## src/logic/sqf_pkg.sv

```systemverilog
/*
  constants, types and register map of the subcode Q-channel formatter.
  assumes a single 125 MHz clock domain and an AHB-Lite register port.
*/
// Operation
// RULE1: internal mode makes P and Q, R-W zero
// RULE2: external mode takes link subcode, checks sync
// RULE3: P from level bit or frame bit 5
// RULE4: new P level taken at frame start
// RULE5: three bits select relative/absolute time action
// RULE6: copy bit held unless copy-alternate set
// RULE7: copy-alternate copies absolute frame bit 2
// RULE8: zero byte low nibble counts modulo 10
// RULE9: bank swap at first sync, counter zero
// RULE10: insert-once clear keeps original bank only
// RULE11: insert-once shows other bank once, self-clears
// RULE12: frame counter loads from reload field
// RULE13: config two read returns frame counter
// RULE14: access select picks output or other bank
// RULE15: data port access hits selected bank
// RULE16: software writes access start before block
// RULE17: Q CRC computed locally, link CRC dropped
// RULE18: byte pointer advances, access start resets
// RULE19: frame counter advances per sync, wraps
package sqf_pkg;
  // register indices; byte address is four times the index
  localparam logic [7:0] IDX_CFG1 = 8'h23;
  localparam logic [7:0] IDX_CFG2 = 8'h24;
  localparam logic [7:0] IDX_START = 8'h25;
  localparam logic [7:0] IDX_DATA = 8'h26;
  localparam logic [7:0] IDX_STAT = 8'h27;
  localparam logic [9:0] ADR_CFG1 = {IDX_CFG1, 2'h0};
  localparam logic [9:0] ADR_CFG2 = {IDX_CFG2, 2'h0};
  localparam logic [9:0] ADR_START = {IDX_START, 2'h0};
  localparam logic [9:0] ADR_DATA = {IDX_DATA, 2'h0};
  localparam logic [9:0] ADR_STAT = {IDX_STAT, 2'h0};
  // field positions
  localparam int CFG1_EXT = 7;
  localparam int CFG1_PTOG = 6;
  localparam int CFG1_PLVL = 5;
  localparam int CFG1_TA = 4;
  localparam int CFG1_TB = 3;
  localparam int CFG1_COPY = 2;
  localparam int CFG1_ZINC = 1;
  localparam int CFG1_TC = 0;
  localparam int CFG2_SWAP = 7;
  localparam int CFG2_INS = 6;
  localparam int START_SEL = 7;
  localparam int COPY_POS = 5;
  localparam int PFRM_BIT = 5;
  localparam int CFRM_BIT = 2;
  // Q-code byte layout
  localparam logic [3:0] QB_CTRL = 4'h0;
  localparam logic [3:0] QB_RMIN = 4'h3;
  localparam logic [3:0] QB_ZERO = 4'h6;
  localparam logic [3:0] QB_AMIN = 4'h7;
  localparam logic [3:0] QB_AFRM = 4'h9;
  localparam logic [3:0] QCODE_LAST = 4'h9;
  // frame geometry and codes
  localparam logic [6:0] SYNC_SYMS = 7'h02;
  localparam logic [6:0] QBITS = 7'h50;
  localparam logic [6:0] SYM_LAST = 7'h61;
  localparam logic [15:0] CRC_POLY = 16'h1021;
  localparam logic [7:0] FRM_MAX = 8'h74;
  localparam logic [7:0] SEC_MAX = 8'h59;
  localparam logic [7:0] MIN_MAX = 8'h99;
  localparam logic [7:0] CFG1_RST = 8'h00;
  localparam logic [2:0] CNT_RST = 3'h0;
  // time action, code is {time_ctl_c, time_ctl_b, time_ctl_a}
  typedef enum logic [2:0] {
    T_INC_BOTH = 3'b000,
    T_INC_REL = 3'b011,
    T_INC_ABS = 3'b100,
    T_DEC_REL = 3'b101,
    T_HOLD = 3'b111
  } sqf_time_type;
  // one subcode symbol toward the modulator, bit 7 is P, bit 6 is Q
  typedef struct packed {
    logic valid;
    logic [7:0] sym;
  } sqf_sym_type;
endpackage

```

## src/logic/sqf_formatter.sv

```systemverilog
/*
  subcode Q-channel formatter: AHB-Lite register slave, two Q-code banks,
  per-frame time/copy/zero updates, bank insert and symbol stream out.
  assumes the modulator strobes are on this clock; link pins are async.
*/
// The AHB-Lite register port was decided locally.
`timescale 1ns/1ps
module sqf_formatter (
  // clock and reset
  input wire logic clock,
  input wire logic nrst,
  // AHB-Lite slave
  input wire logic hsel,
  input wire logic [31:0] haddr,
  input wire logic [1:0] htrans,
  input wire logic hwrite,
  input wire logic [2:0] hsize,
  input wire logic [31:0] hwdata,
  input wire logic hready,
  output logic [31:0] hrdata,
  output logic hreadyout,
  output logic hresp,
  // modulator side
  input wire logic frameSync,
  input wire logic symReq,
  output sqf_pkg::sqf_sym_type symOut,
  // external record link pins
  input wire logic [7:0] extData,
  input wire logic extSync
);
  import sqf_pkg::*;

  logic pend_ff; // data phase pending
  logic [9:0] pAddr_ff; // latched address
  logic pWrite_ff; // latched direction
  logic [7:0] cfg1_ff; // config one
  logic swap_ff; // bank swap enable
  logic ins_ff; // insert other once
  logic [2:0] reload_ff; // frame counter reload
  logic [2:0] cnt_ff; // subcode frame counter
  logic sel_ff; // bank access select
  logic [3:0] ptr_ff; // Q-code byte pointer
  logic insAct_ff; // other bank on output this frame
  logic pLat_ff; // P level for current frame
  logic errFlag_ff; // link sync error, sticky
  logic [6:0] pos_ff; // symbol position in frame
  logic [15:0] crc_ff; // running Q CRC
  logic [7:0] extD1_ff, extD2_ff; // link data sync
  logic extS1_ff, extS2_ff; // link sync sync
  logic [7:0] qMem [2][10]; // bank 0 original, bank 1 other
  logic [31:0] hrdata_ff;
  logic hreadyout_ff;
  sqf_sym_type symOut_ff;

  logic take, doWr, doRd, wrCfg1, wrCfg2, wrStart, wrStat, dataAcc;
  logic extMode, busBank, frameUpd, pBit, qBit, intQ, inQ, inCrc;
  logic [6:0] qIdx;
  logic [7:0] rdMux, nxtSym;
  sqf_time_type tAct;
  logic [23:0] relTime, absTime; // bank 0 time fields, min/sec/frame

  assign hrdata = hrdata_ff;
  assign hreadyout = hreadyout_ff;
  assign hresp = 1'b0;
  assign symOut = symOut_ff;

  // bus decode; hsize ignored since only whole words are used
  assign take = hsel && htrans[1] && hready;
  assign doWr = pend_ff && pWrite_ff;
  assign doRd = pend_ff && !pWrite_ff;
  assign wrCfg1 = doWr && (pAddr_ff == ADR_CFG1);
  assign wrCfg2 = doWr && (pAddr_ff == ADR_CFG2);
  assign wrStart = doWr && (pAddr_ff == ADR_START);
  assign wrStat = doWr && (pAddr_ff == ADR_STAT);
  assign dataAcc = pend_ff && (pAddr_ff == ADR_DATA);
  assign extMode = cfg1_ff[CFG1_EXT];
  assign busBank = sel_ff ? insAct_ff : !insAct_ff; // RULE14
  assign frameUpd = frameSync && !extMode; // RULE2
  assign tAct = sqf_time_type'({cfg1_ff[CFG1_TC], cfg1_ff[CFG1_TB], cfg1_ff[CFG1_TA]}); // RULE5
  // time fields of the original bank, read by the frame update
  assign relTime = {qMem[0][QB_RMIN], qMem[0][QB_RMIN + 4'h1], qMem[0][QB_RMIN + 4'h2]};
  assign absTime = {qMem[0][QB_AMIN], qMem[0][QB_AMIN + 4'h1], qMem[0][QB_AMIN + 4'h2]};

  // read mux; write-only registers read zero
  always_comb begin
    rdMux = 8'h00;
    unique case (pAddr_ff)
      ADR_CFG2: rdMux = {swap_ff, ins_ff, reload_ff, cnt_ff}; // RULE13
      ADR_DATA: rdMux = qMem[busBank][ptr_ff]; // RULE15
      ADR_STAT: rdMux = {6'h00, insAct_ff, errFlag_ff};
      default: rdMux = 8'h00;
    endcase
  end

  // every access takes one wait state so pointer and data stay ordered
  always_ff @(posedge clock) begin
    if (!nrst) begin
      pend_ff <= 1'b0;
      pAddr_ff <= 10'h000;
      pWrite_ff <= 1'b0;
      hreadyout_ff <= 1'b1;
      hrdata_ff <= 32'h00000000;
    end else begin
      pend_ff <= take;
      hreadyout_ff <= !take;
      if (take) begin
        pAddr_ff <= haddr[9:0];
        pWrite_ff <= hwrite;
      end
      if (doRd) begin
        hrdata_ff <= {24'h000000, rdMux};
      end
    end
  end

  // config one and P level latch
  always_ff @(posedge clock) begin
    if (!nrst) begin
      cfg1_ff <= CFG1_RST;
      pLat_ff <= 1'b0;
    end else begin
      if (wrCfg1) begin
        cfg1_ff <= hwdata[7:0];
      end
      if (frameSync) begin
        pLat_ff <= cfg1_ff[CFG1_PLVL]; // RULE4
      end
    end
  end

  // config two, frame counter and bank insert
  always_ff @(posedge clock) begin
    if (!nrst) begin
      swap_ff <= 1'b0;
      ins_ff <= 1'b0;
      reload_ff <= CNT_RST;
      cnt_ff <= CNT_RST;
      insAct_ff <= 1'b0;
    end else begin
      if (frameSync) begin
        cnt_ff <= cnt_ff + 3'h1; // RULE19
        // insert lasts exactly one frame, then the original returns
        insAct_ff <= swap_ff && ins_ff && (cnt_ff == 3'h0); // RULE9 RULE10
        if (swap_ff && ins_ff && (cnt_ff == 3'h0)) begin
          ins_ff <= 1'b0; // RULE11
        end
      end
      // software write wins over the self-clear
      if (wrCfg2) begin
        swap_ff <= hwdata[CFG2_SWAP];
        ins_ff <= hwdata[CFG2_INS];
        reload_ff <= hwdata[5:3];
        cnt_ff <= hwdata[5:3]; // RULE12
      end
    end
  end

  // access select and byte pointer
  always_ff @(posedge clock) begin
    if (!nrst) begin
      sel_ff <= 1'b0;
      ptr_ff <= 4'h0;
    end else if (wrStart) begin
      sel_ff <= hwdata[START_SEL]; // RULE14
      ptr_ff <= 4'h0; // RULE18
    end else if (dataAcc) begin
      ptr_ff <= (ptr_ff == QCODE_LAST) ? 4'h0 : ptr_ff + 4'h1; // RULE18
    end
  end

  // link pins pass two flops before use
  always_ff @(posedge clock) begin
    if (!nrst) begin
      extD1_ff <= 8'h00;
      extD2_ff <= 8'h00;
      extS1_ff <= 1'b0;
      extS2_ff <= 1'b0;
    end else begin
      extD1_ff <= extData;
      extD2_ff <= extD1_ff;
      extS1_ff <= extSync;
      extS2_ff <= extS1_ff;
    end
  end

  // link sync check; a new error beats a clear in the same cycle
  always_ff @(posedge clock) begin
    if (!nrst) begin
      errFlag_ff <= 1'b0;
    end else if (frameSync && extMode && !extS2_ff) begin
      errFlag_ff <= 1'b1; // RULE2
    end else if (wrStat && hwdata[0]) begin
      errFlag_ff <= 1'b0;
    end
  end

  function automatic logic [7:0] bcdInc(input logic [7:0] b);
    bcdInc = (b[3:0] == 4'h9) ? {b[7:4] + 4'h1, 4'h0} : b + 8'h01;
  endfunction

  function automatic logic [7:0] bcdDec(input logic [7:0] b);
    bcdDec = (b[3:0] == 4'h0) ? {b[7:4] - 4'h1, 4'h9} : b - 8'h01;
  endfunction

  // min/sec/frame step in BCD, up or down with carry
  function automatic logic [23:0] timeStep(input logic [23:0] t, input logic dn);
    logic [7:0] m, s, f;
    m = t[23:16];
    s = t[15:8];
    f = t[7:0];
    if (!dn) begin
      if (f != FRM_MAX) begin
        f = bcdInc(f);
      end else begin
        f = 8'h00;
        if (s != SEC_MAX) begin
          s = bcdInc(s);
        end else begin
          s = 8'h00;
          m = (m == MIN_MAX) ? 8'h00 : bcdInc(m);
        end
      end
    end else begin
      if (f != 8'h00) begin
        f = bcdDec(f);
      end else begin
        f = FRM_MAX;
        if (s != 8'h00) begin
          s = bcdDec(s);
        end else begin
          s = SEC_MAX;
          m = (m == 8'h00) ? MIN_MAX : bcdDec(m);
        end
      end
    end
    timeStep = {m, s, f};
  endfunction

  // Q-code memory: frame updates on the original bank, bus writes last
  always_ff @(posedge clock) begin
    if (frameUpd) begin
      if (tAct == T_INC_BOTH || tAct == T_INC_REL || tAct == T_DEC_REL) begin
        {qMem[0][QB_RMIN], qMem[0][QB_RMIN + 4'h1], qMem[0][QB_RMIN + 4'h2]}
          <= timeStep(relTime, tAct == T_DEC_REL); // RULE5
      end
      if (tAct == T_INC_BOTH || tAct == T_INC_ABS || tAct == T_DEC_REL) begin
        {qMem[0][QB_AMIN], qMem[0][QB_AMIN + 4'h1], qMem[0][QB_AMIN + 4'h2]}
          <= timeStep(absTime, 1'b0); // RULE5
      end
      // copy bit untouched unless alternating
      if (cfg1_ff[CFG1_COPY]) begin
        qMem[0][QB_CTRL][COPY_POS] <= qMem[0][QB_AFRM][CFRM_BIT]; // RULE7 RULE6
      end
      if (cfg1_ff[CFG1_ZINC]) begin
        qMem[0][QB_ZERO][3:0] <= (qMem[0][QB_ZERO][3:0] == 4'h9) ? 4'h0
          : qMem[0][QB_ZERO][3:0] + 4'h1; // RULE8
      end
    end
    if (dataAcc && pWrite_ff) begin
      qMem[busBank][ptr_ff] <= hwdata[7:0]; // RULE15 RULE6
    end
  end

  // symbol composition
  assign qIdx = pos_ff - SYNC_SYMS;
  assign inQ = (pos_ff >= SYNC_SYMS) && (qIdx < QBITS);
  assign inCrc = (pos_ff >= SYNC_SYMS) && (qIdx >= QBITS);
  assign intQ = qMem[insAct_ff][qIdx[6:3]][~qIdx[2:0]];
  assign pBit = cfg1_ff[CFG1_PTOG] ? qMem[insAct_ff][QB_AFRM][PFRM_BIT] : pLat_ff; // RULE3
  // link CRC bits are dropped and replaced by the local one
  assign qBit = inQ ? (extMode ? extD2_ff[6] : intQ) : (inCrc && !crc_ff[15]); // RULE17

  always_comb begin
    nxtSym = 8'h00;
    if (inQ || inCrc) begin
      nxtSym = extMode ? {extD2_ff[7], qBit, extD2_ff[5:0]} // RULE2
        : {pBit, qBit, 6'h00}; // RULE1
    end
  end

  // position, CRC and output symbol
  always_ff @(posedge clock) begin
    if (!nrst) begin
      pos_ff <= 7'h00;
      crc_ff <= 16'h0000;
      symOut_ff <= '0;
    end else if (frameSync) begin
      pos_ff <= 7'h00;
      crc_ff <= 16'h0000;
      symOut_ff <= '0;
    end else begin
      symOut_ff.valid <= symReq;
      if (symReq) begin
        symOut_ff.sym <= nxtSym;
        pos_ff <= (pos_ff == SYM_LAST) ? pos_ff : pos_ff + 7'h01;
        if (inQ) begin
          crc_ff <= {crc_ff[14:0], 1'b0} ^ ((crc_ff[15] ^ qBit) ? CRC_POLY : 16'h0000); // RULE17
        end else if (inCrc) begin
          crc_ff <= {crc_ff[14:0], 1'b0};
        end
      end
    end
  end
endmodule // sqf_formatter

```

## config.mk

```make
export PLATFORM = sky130hd
export DESIGN_NAME = sqf_formatter
export DESIGN_NICKNAME = d
export VERILOG_FILES = /design/src/logic/sqf_pkg.sv /design/src/logic/sqf_formatter.sv
export SDC_FILE = /design/constraint.sdc
export NUM_CORES = 1
export LEC_CHECK = 0
export ABC_AREA = 1
export BUFFER_PORTS_ARGS = -buffer_cell sky130_fd_sc_hd__buf_2
export CAP_MARGIN = 10
export CORE_MARGIN = 5
export CORE_UTILIZATION = 45
export CTS_CLUSTER_SIZE = 20
export DETAILED_ROUTE_END_ITERATION = 10
export SLEW_MARGIN = 20
export SYNTH_ARGS = -nofsm -noshare
export SYNTH_HDL_FRONTEND = slang
export SYNTH_SLANG_ARGS = --single-unit
export TNS_END_PERCENT = 100
```

## constraint.sdc

```tcl
create_clock -name clock -period 4.6 [get_ports clock]
set_input_delay 0.46 -clock clock [delete_from_list [all_inputs] [get_ports clock]]
set_output_delay 0.46 -clock clock [all_outputs]
set_load 0.02 [all_outputs]
```

======== Word level (Yosys, flattened, before mapping) ========
Cells that the tools add are included.
Widths: inputs -> output; s select.
operators by class
  order comparisons ....................... 10
  bitwise operators ....................... 9
  muxes and demuxes ....................... 76
  add/subtract/negate cells ............... 23
  reductions and logical operators ........ 49
  eq/ne operators ......................... 23
operators by type and width
  cell                 number
  $mux 80              7
  $mux 8               37
  $bwmux 160           1
  $mux 158             1
  $demux 80 s1         1
  $mux 24              3
  $bmux 8 s4           2
  $eq 10x8->1 const B  5
  $add 8x1->8 const B  6
  $add 4x1->4 const B  8
  $demux 8 s4          1
  $eq 4x4->1 const B   8
  $mux 16              2
  $ne 8x7->1 const B   4
  $mux 28              1
  $pmux 8 s3           1
  $sub 8x1->8 const B  3
  $logic_and 1x1->1    21
  $eq 8x8->1 const B   2
  $reduce_bool 8->1    2
  $xor 16x13->16       1
  $mux 13              1
  $logic_not 4->1      3
  $mux 1               12
  30 further kinds     57
word-level totals
  output and inout port bits .............. 43
  input port bits ......................... 85
  register bits after elaboration ......... 255
  word-level logic and storage cells ...... 235

======== Logic depth before layout (Yosys ltp) ========
Gate-level depths: netlist (run 1).
  depth after elaboration ................. 15
  depth in mapped cells ................... 24
  gate-level depth less buffers ........... 23

======== Least setup slack after synthesis (run 1) ========
No wires, ideal clock.
  kind .................................... flip-flop to flip-flop
  start point ............................. reg pAddr_ff[7]
  end point ............................... reg qMem[56] in the netlist's numbering (enable)
  period minus slack after synthesis ...... 2.458 ns
  stages on the path, launching flop included .. 13
  path slack .............................. 2.142 ns
  data required time ...................... 4.217 ns
  data arrival time ....................... 2.075 ns
  library setup time ...................... 0.383 ns
  path buffers ............................ 0
  cells stage by stage .................... dfxtp_1 inv_1 nor2_2 inv_1 nor3_2 inv_2 nor2_2 inv_2 nor3_4 inv_2 nor2_4 nand2_1 nor3_1
on the way
  word-level cells in the longest chain between the ends .. 3
ends and longest elaborated chain
  what                             line                  text
  from (decl)                      sqf_formatter.sv:34   logic [9:0] pAddr_ff;
  from (signal assigned)           sqf_formatter.sv:107  pAddr_ff <= haddr[9:0];
  $eq 10x8->1                      sqf_formatter.sv:75   assign dataAcc = pend_ff && (pAddr_ff == ADR_DATA);
  $logic_and 1x1->1                sqf_formatter.sv:75
  $logic_and 1x1->1                sqf_formatter.sv:259  if (dataAcc && pWrite_ff) begin
  to (signal, indexed assignment)  sqf_formatter.sv:252  qMem[0][QB_CTRL][COPY_POS] <= qMem[0][QB_AFRM][CFRM_BIT];
  to (signal, indexed assignment)  sqf_formatter.sv:255  qMem[0][QB_ZERO][3:0] <= (qMem[0][QB_ZERO][3:0] == 4'h9) ? 4'h0
  to (signal, indexed assignment)  sqf_formatter.sv:260  qMem[busBank][ptr_ff] <= hwdata[7:0];
  to (decl)                        sqf_formatter.sv:50   logic [7:0] qMem [2][10];
No other way between the ends.
A chain may end at the register's enable or synchronous reset.

======== Worst setup path after layout (run 1) ========
  start point ............................. reg insAct_ff
  end point ............................... reg qMem (netlist bit absTime[8])
on the way
  word-level cells in the longest chain between the ends .. 9
  elaborated cells between the ends (all ways) .. 10
  those cells by class .................... order compare: 2; mux: 5; bitwise: 1; reduce/logical: 2
ends and longest elaborated chain
  what                                                            line                  text
  from (decl)                                                     sqf_formatter.sv:43   logic insAct_ff;
  from (signal assigned)                                          sqf_formatter.sv:143  insAct_ff <= swap_ff && ins_ff && (cnt_ff == 3'h0);
  $logic_not 1->1                                                 sqf_formatter.sv:77   assign busBank = sel_ff ? insAct_ff : !insAct_ff;
  $mux 1 *                                                        sqf_formatter.sv:77
  $not 1->2 (not written as such) *                               sqf_formatter.sv:260
  $ge 2x2->1 (not written as such) or $lt 2x1->1 (tied branches)  sqf_formatter.sv:260
  $logic_and 1x1->1 (not written as such)                         sqf_formatter.sv:260
  $mux 80 (not written as such)                                   sqf_formatter.sv:260
  $demux 80 s1 *                                                  sqf_formatter.sv:260
  $bwmux 160 *                                                    sqf_formatter.sv:260
  $mux 158 *                                                      sqf_formatter.sv:259
Mark *: on every way between the ends. The rest lies on a longest branch, timed or not.

==> results of run 1 <==
## per-layer routing
metal | vias up | routed length (um) | global-route usage [%]
met3 | 117 | 4682 | 4.202
met2 | 712 | 21240 | 40.60
met5 | - | 13 | 0
met1 | 6559 | 21020 | 37.53
li1 | 6725 | - | -
met4 | 2 | 1862 | 9.365
## area by class of cell
class / instances / area, um2 / share of cell area (%)
Tap cell: 442 / 553.0 / 3.418
Inverter: 222 / 833.3 / 5.150
Timing Repair Buffer: 82 / 485.5 / 3.001
Clock buffer: 46 / 944.7 / 5.839
Clock inverter: 10 / 76.32 / 0.4717
Multi-Input combinational cell: 1407 / 7109 / 43.94
Sequential cell: 255 / 6177 / 38.18
## synthesized netlist by cell type, types with 4 or more instances
master,instances
nand4_1,18
nor4_1,9
o211ai_1,40
a211oi_1,24
dfxtp_1,148
buf_6,4
o21ai_0,208
clkbuf_1,41
o31ai_1,13
edfxtp_1,107
nand2_1,392
nor2_2,7
o22ai_1,36
ha_1,39
o2111ai_1,6
nand2_2,6
nor3_1,31
nand3_1,131
nor2_1,212
buf_4,33
o21ai_1,8
inv_2,14
nor2_4,7
xor2_1,10
a21oi_1,134
o41ai_1,5
inv_1,205
buf_2,24
a31oi_1,14
## through the flow
stage / worst slack (ns) / util, %
CTS: 1.029 / 50.11
detailed placement: 1.088 / 46.95
floorplan: 2.142 / -
finish: 0.9131 / 50.11
global route: 0.6903 / 50.11
global placement: 1.123 / 46.95
## tightest hold or removal path, delay by kind of cell
| family | cells | cell delay [ns] |
|---|---|---|
| buf+inv | 2 | 0.12 |
| simple gates | 1 | 0.04 |
## worst paths after layout
check,from,endpoint,slack [ns],depth (start not counted)
max,insAct_ff$_SDFFE_PN0P_,absTime[8]$_DFF_P_,0.91,9
min,extData[3],extD1_ff[3]$_SDFF_PN0_,0.05,3
max reg2reg,insAct_ff$_SDFFE_PN0P_,absTime[8]$_DFF_P_,0.91,9
min reg2reg,extD1_ff[2]$_SDFF_PN0_,extD2_ff[2]$_SDFF_PN0_,0.41,2
## report_power, final
part | leakage [nW] | internal, mW | switching (mW) | total (mW)
Sequential | 2.18 | 2.48 | 0.175 | 2.65
Clock | 0.511 | 1.42 | 0.973 | 2.39
Combinational | 4.03 | 0.320 | 0.642 | 0.962
Total | 6.71 | 4.21 | 1.79 | 6.00
## cells by family (layout without fill, tap and decap cells)
family,count (synthesis),in the layout
xor+xnor,12,12
compound gates,503,503
simple gates,828,828
buf+inv,327,360
flops,255,255
fa+ha+maj,39,39
other cells,1,25
## registers in the layout, indices dropped and copies added, names as in the netlist, 3 cells and up
signal,count
ptr_ff,4
reload_ff,3
cfg1_ff,8
symOut,9
hrdata,8
pAddr_ff,10
extD2_ff,8
qMem,136
absTime,24
cnt_ff,3
pos_ff,7
crc_ff,16
extD1_ff,8
==> metrics, run 1 <==
Crit Path Category flop to flop; wire per inst 19.81 um; simple-gate portion of the synthesized area 24.28%; Post-CTS Resized 0; first-pass GRT wire length 75.07 mm; Worst Setup End Kind flop; post-synthesis sequential area ratio 42.28%; YS warnings 0; Tmin final 3.687 ns; design area 16,180 um2; most frequent cells in the layout 392 x nand2_1, 212 x nor2_1, 208 x o21ai_0, 205 x inv_1, 147 x dfxtp_1; Synth async-reset ratio 0%; Sink Count 255; EDFF count, synth 107; Inserted Clock Buffers 30; io pins 128; Post-Syn Area 14,610 um2; post-synthesis mux area share 0%; predominant post-synthesis flop cell dfxtp_1; most common cell after layout, fill and taps aside nand2_1; DRT Pass-1 Iters 6; unrepaired setup endpoints after global routing no; worst path cell trace buf_4 -> nand2_1 -> nand2_1 -> inv_1 -> buf_4 -> nor3_2 -> nand2_1 -> o21ai_0 -> inv_1; die extent in y 190.2 um; crit share post-route 80.15%; CP delay by family, top simple AND/OR/NAND/NOR gates; Worst Setup Start Kind flop; synthesized-area fraction occupied by adder cells 3.341%; Yosys top cell area share 22.00%; MaxCap Viol Count 0; largest family of logic cells by synthesized area simple AND/OR/NAND/NOR gates; Post CTS Setup Buffer Count 0; total power 6.004 mW; nets 2,122; Worst-path clk slew 0.06 ns; Vias/cell 5.728; Synth Register Bits 255; Slowest cell on crit path nor3_2; Peak Freq 271.2 MHz; top cells by area, synth edfxtp_1 22%, dfxtp_1 20%, nand2_1 10%, o21ai_0 7.1%, nor2_1 5.4%; # setup viols final 0; PD cells 371.1 nW/um2; xor-xnor portion of the synthesized cell area 0.7195%; final wirelength 48.82 mm; Syn Area/Cell 7.433 um2; initial antenna violation count 1; core region area 32,290 um2; Hold Vio Cnt, Final 0; pin count of the biggest net entering global routing 80; layout cells sized above 1 8.754%; VDD IR max 0.3030 mV; Compound-Gate Fraction of Synth Area 19.68%; hold slack 0.05375 ns; TritonCTS clock tree built; total number of vias 14,120; GRT Residual Overflow 0; placed cell areas 15,160 um2; Area Growth Syn to Fin 10.77%; Clock Latency Late Sink 0.59 ns; Synth Instances 1,965; ANT nets after route 0; Setup TNS 0 ns; I/O Buffers 52; GRT Total Usage 26.29%; CTS H-tree depth 1; Crit path buffers/inverters 4; CP max stage delay 0.93 ns; final count of pins violating max slew 0; most used cell, CP nand2_1; min-delay worst type input pin to flop; Hold Buf Count CTS 0; n_diodes 0; Relative slew margins 24.87%; vias in the first global route 12,830; DIE AREA 36,160 um2; starting density of the core 45.24%; hpwl dp 33.69 mm; status complete, no violations; Leakage 6.712 nW; CP max FO 79; Yosys top cell by area edfxtp_1; CTS root buffer clkbuf_16; CTS max path bufs 3; critical path data arrival time 4.13 ns; DRC errors left 0; num rows 66; width of the die 190.2 um; Setup Skew 0.04833 ns; global placement routability congestion 0.9700; WP data required 5.04 ns; Worst Tran Pin Value 1.121 ns; placed instance count 2,408; initial DRC count 1,492; Final Non-Filler Cells 2,464; Fillers 3,218; Yosys cell types 50
(Power assumes the default switching activity.)
==> run 2: changes to the inputs <==
--- a/config.mk
+++ b/config.mk
@@ -5,13 +5,14 @@
 export SDC_FILE = /design/constraint.sdc
 export NUM_CORES = 1
 export LEC_CHECK = 0
-export ABC_AREA = 1
+export ABC_AREA = 0
 export BUFFER_PORTS_ARGS = -buffer_cell sky130_fd_sc_hd__buf_2
 export CAP_MARGIN = 10
 export CORE_MARGIN = 5
 export CORE_UTILIZATION = 45
 export CTS_CLUSTER_SIZE = 20
 export DETAILED_ROUTE_END_ITERATION = 10
+export PLACE_DENSITY = 0.65
 export SLEW_MARGIN = 20
 export SYNTH_ARGS = -nofsm -noshare
 export SYNTH_HDL_FRONTEND = slang
==> constraint.sdc (replaced) <==
create_clock -name clock -period 3.37 [get_ports clock]
set_input_delay 0.337 -clock clock [delete_from_list [all_inputs] [get_ports clock]]
set_output_delay 0.337 -clock clock [all_outputs]
set_load 0.02 [all_outputs]
==> run 2 against run 1 <==
Against the previous run: cell area increased by 3.5%; clock power increased by 28%; fmax increased by 12%; worst hold slack got worse by 0.043 ns; clock skew decreased by 0.034 ns.
==> metrics, run 2 <==
Syn Area/Cell 10.12 um2; Yosys cell types 82; Slowest cell on crit path or3_4; Clock Latency Late Sink 0.55 ns; DRT Pass-1 Iters 6; max FFs per register 136; WP data required 3.84 ns; total number of vias 12,090; final wirelength 43.18 mm; nets 1,650; # setup viols final 0; Logic pwr share 19.6%; Commonest cells post-synth 148 x dfxtp_1, 136 x nor2_1, 129 x a21oi_1; Yosys top cell area share 22.40%; Peak Freq 303.7 MHz; Yosys top cell by area edfxtp_1; pin count of the biggest net entering global routing 33; most frequent cells in the layout 142 x dfxtp_1, 135 x nor2_1, 128 x a21oi_1, 123 x nand2_1, 107 x edfxtp_1; Synth async-reset ratio 0%; first-pass GRT wire length 64.89 mm; clock network power share 36.6%; CP delay by family, top compound AO/OA/AOI/OAI gates; starting density of the core 45.57%; min-delay worst type input pin to flop; most common cell after layout, fill and taps aside dfxtp_1; placed instance count 1,878; Worst-path clk slew 0.06 ns; met2 WL 19.69 mm; Worst Setup End Kind flop; crit share post-route 97.70%; Fillers 2,724; Synth Register Bits 255; most used cell, CP buf_4; vias in the first global route 11,120; predominant post-synthesis flop cell dfxtp_1; Crit path buffers/inverters 2; critical path data arrival time 3.76 ns; Leakage 6.067 nW; wire per inst 22.12 um; post-synthesis sequential area ratio 43.06%; layout cells sized above 1 21.37%; top cells by area, synth edfxtp_1 22%, dfxtp_1 21%, mux4_2 13%, a21oi_1 4.5%, nor2_1 3.6%; routed wl met3 4.562 mm; Relative slew margins 38.25%; Sw Pwr 2.428 mW; EDFF count, synth 107; ANT nets after route 0; reg2reg path depth 12; M1 wire length 17.24 mm; Hold Vio Cnt, Final 0; initial DRC count 1,437; Area Growth Syn to Fin 16.70%; Post-Syn Area 14,340 um2; Sink Count 255; CTS root buffer clkbuf_16; width of the die 188.5 um; GRT Total Usage 23.10%; GRT Residual Overflow 0; Crit Path Category flop to flop; CTS max path bufs 3; die extent in y 188.5 um; MaxCap Viol Count 0; Tmin final 3.293 ns; Pint 5.933 mW; Hold Crit Depth 2; DIE AREA 35,550 um2; most frequent cell after synthesis dfxtp_1; placed cell areas 15,430 um2; TritonCTS clock tree built; Vias/cell 6.193; CP max stage delay 0.41 ns; Top Layer Used met5; num rows 65; worst path cell trace buf_4 -> or3_4 -> o31a_1 -> or2_4 -> buf_4 -> a311oi_2 -> o211ai_1 -> a21oi_2 -> a22oi_2 -> xor2_2 -> or3_1 -> a31oi_1; Setup Skew 0.01461 ns; design area 16,740 um2; DRC errors left 0; final count of pins violating max slew 0; Largest Register qMem; YS warnings 0; I/O Buffers 52; VDD IR max 0.4662 mV; Synth Instances 1,418; Critical Path Stages 12; core region area 31,470 um2; PD cells 499.5 nW/um2; CP max FO 16; sequential power share 43.7%; initial antenna violation count 2; Worst Setup Start Kind flop; global placement routability congestion 0.9515; Final Non-Filler Cells 1,952; Worst Tran Pin Value 0.9179 ns; io pins 128; hpwl dp 30.67 mm; status complete, no violations; Sw Share 29.04%; CTS H-tree depth 1; Inserted Clock Buffers 29
==> run 2: cell count changes after synthesis, moves of 76 or more <==
| cell | before | now |
|---|---|---|
| nand2_1 | 392 | 123 |
| inv_1 | 205 | 36 |
| o21ai_0 | 208 | 90 |
| nand3_1 | 131 | 39 |
| mux4_2 | 0 | 84 |
| nor2_1 | 212 | 136 |
==> run 2: cell type report <==
| type | count | area [um2] | share of cell area, % |
|---|---|---|---|
| multi-input combinational | 1031 | 7665 | 45.79 |
| sequential | 255 | 6183 | 36.94 |
| timing repair buffer | 171 | 1306 | 7.803 |
| clock buffer | 41 | 815.8 | 4.873 |
| tap | 402 | 503.0 | 3.005 |
| inverter | 38 | 142.6 | 0.8521 |
| clock inverter | 13 | 121.4 | 0.7250 |
| antenna | 1 | 2.502 | 0.01495 |
==> run 2: worst paths after layout <==
| path | start | end | slack [ns] |
|---|---|---|---|
| worst max-delay path | pos_ff[3]$_SDFFE_PP0P_ | crc_ff[5]$_SDFFE_PP0P_ | 0.08 |
| worst min-delay path | extData[3] | extD1_ff[3]$_SDFF_PN0_ | 0.01 |
| worst max register to register | pos_ff[3]$_SDFFE_PP0P_ | crc_ff[5]$_SDFFE_PP0P_ | 0.08 |
| worst min register to register | extD1_ff[5]$_SDFF_PN0_ | extD2_ff[5]$_SDFF_PN0_ | 0.43 |
==> run 2: repair_timing <==
action / CTS / global route
buffers inserted: 0 / 5
cloned: 0 / 1
hold buffers: 13 / 0
pin swaps: 2 / 10
resized for setup: 3 / 30
setup endpoints to repair: 3 / 3
endpoints found under the hold margin: 13 / 0
==> run 2: power groups by stage <==
stage | combinational, mW | sequential (mW) | clock, mW
global route | 1.79 | 3.68 | 3.24
CTS | 1.59 | 3.64 | 3.11
floorplan | 1.05 | 3.63 | 0
detailed placement | 1.57 | 3.71 | 0
global placement | 1.53 | 3.70 | 0
finish | 1.64 | 3.66 | 3.06
==> run 2: cell families after synthesis <==
kind of cell / after synthesis / synth area share, %
xor gates and xnor gates: 25 / 1.657
AOI/OAI and AO/OA: 357 / 15.54
adders and majority gates: 39 / 3.402
other: 1 / 0.02614
buffers and inverters: 156 / 5.059
muxes: 114 / 15.34
and+or+nand+nor: 471 / 15.92
DFF: 255 / 43.06
==> run 2: metrics by stage <==
stage               TNS (ns)  worst slack (ns)  utilization, %  power, mW  hold WS, ns
floorplan                  0           0.02257               -      4.673       0.4119
global placement    -0.02083          -0.01193           49.02      5.235       0.4196
detailed placement  -0.08334          -0.04457           49.02      5.274       0.4193
CTS                        0          0.002328           52.46      8.342    0.0001822
global route         -0.1649          -0.07907           53.19      8.717      0.01291
finish                     0           0.07746           53.19      8.362      0.01124
==> run 2: per-layer routing <==
metal  vias to the layer above  GRT usage, %
li1                       5489             -
met1                      5860         31.73
met4                         2         7.791
met2                       634         36.03
met3                       104         5.817
met5                         -             0
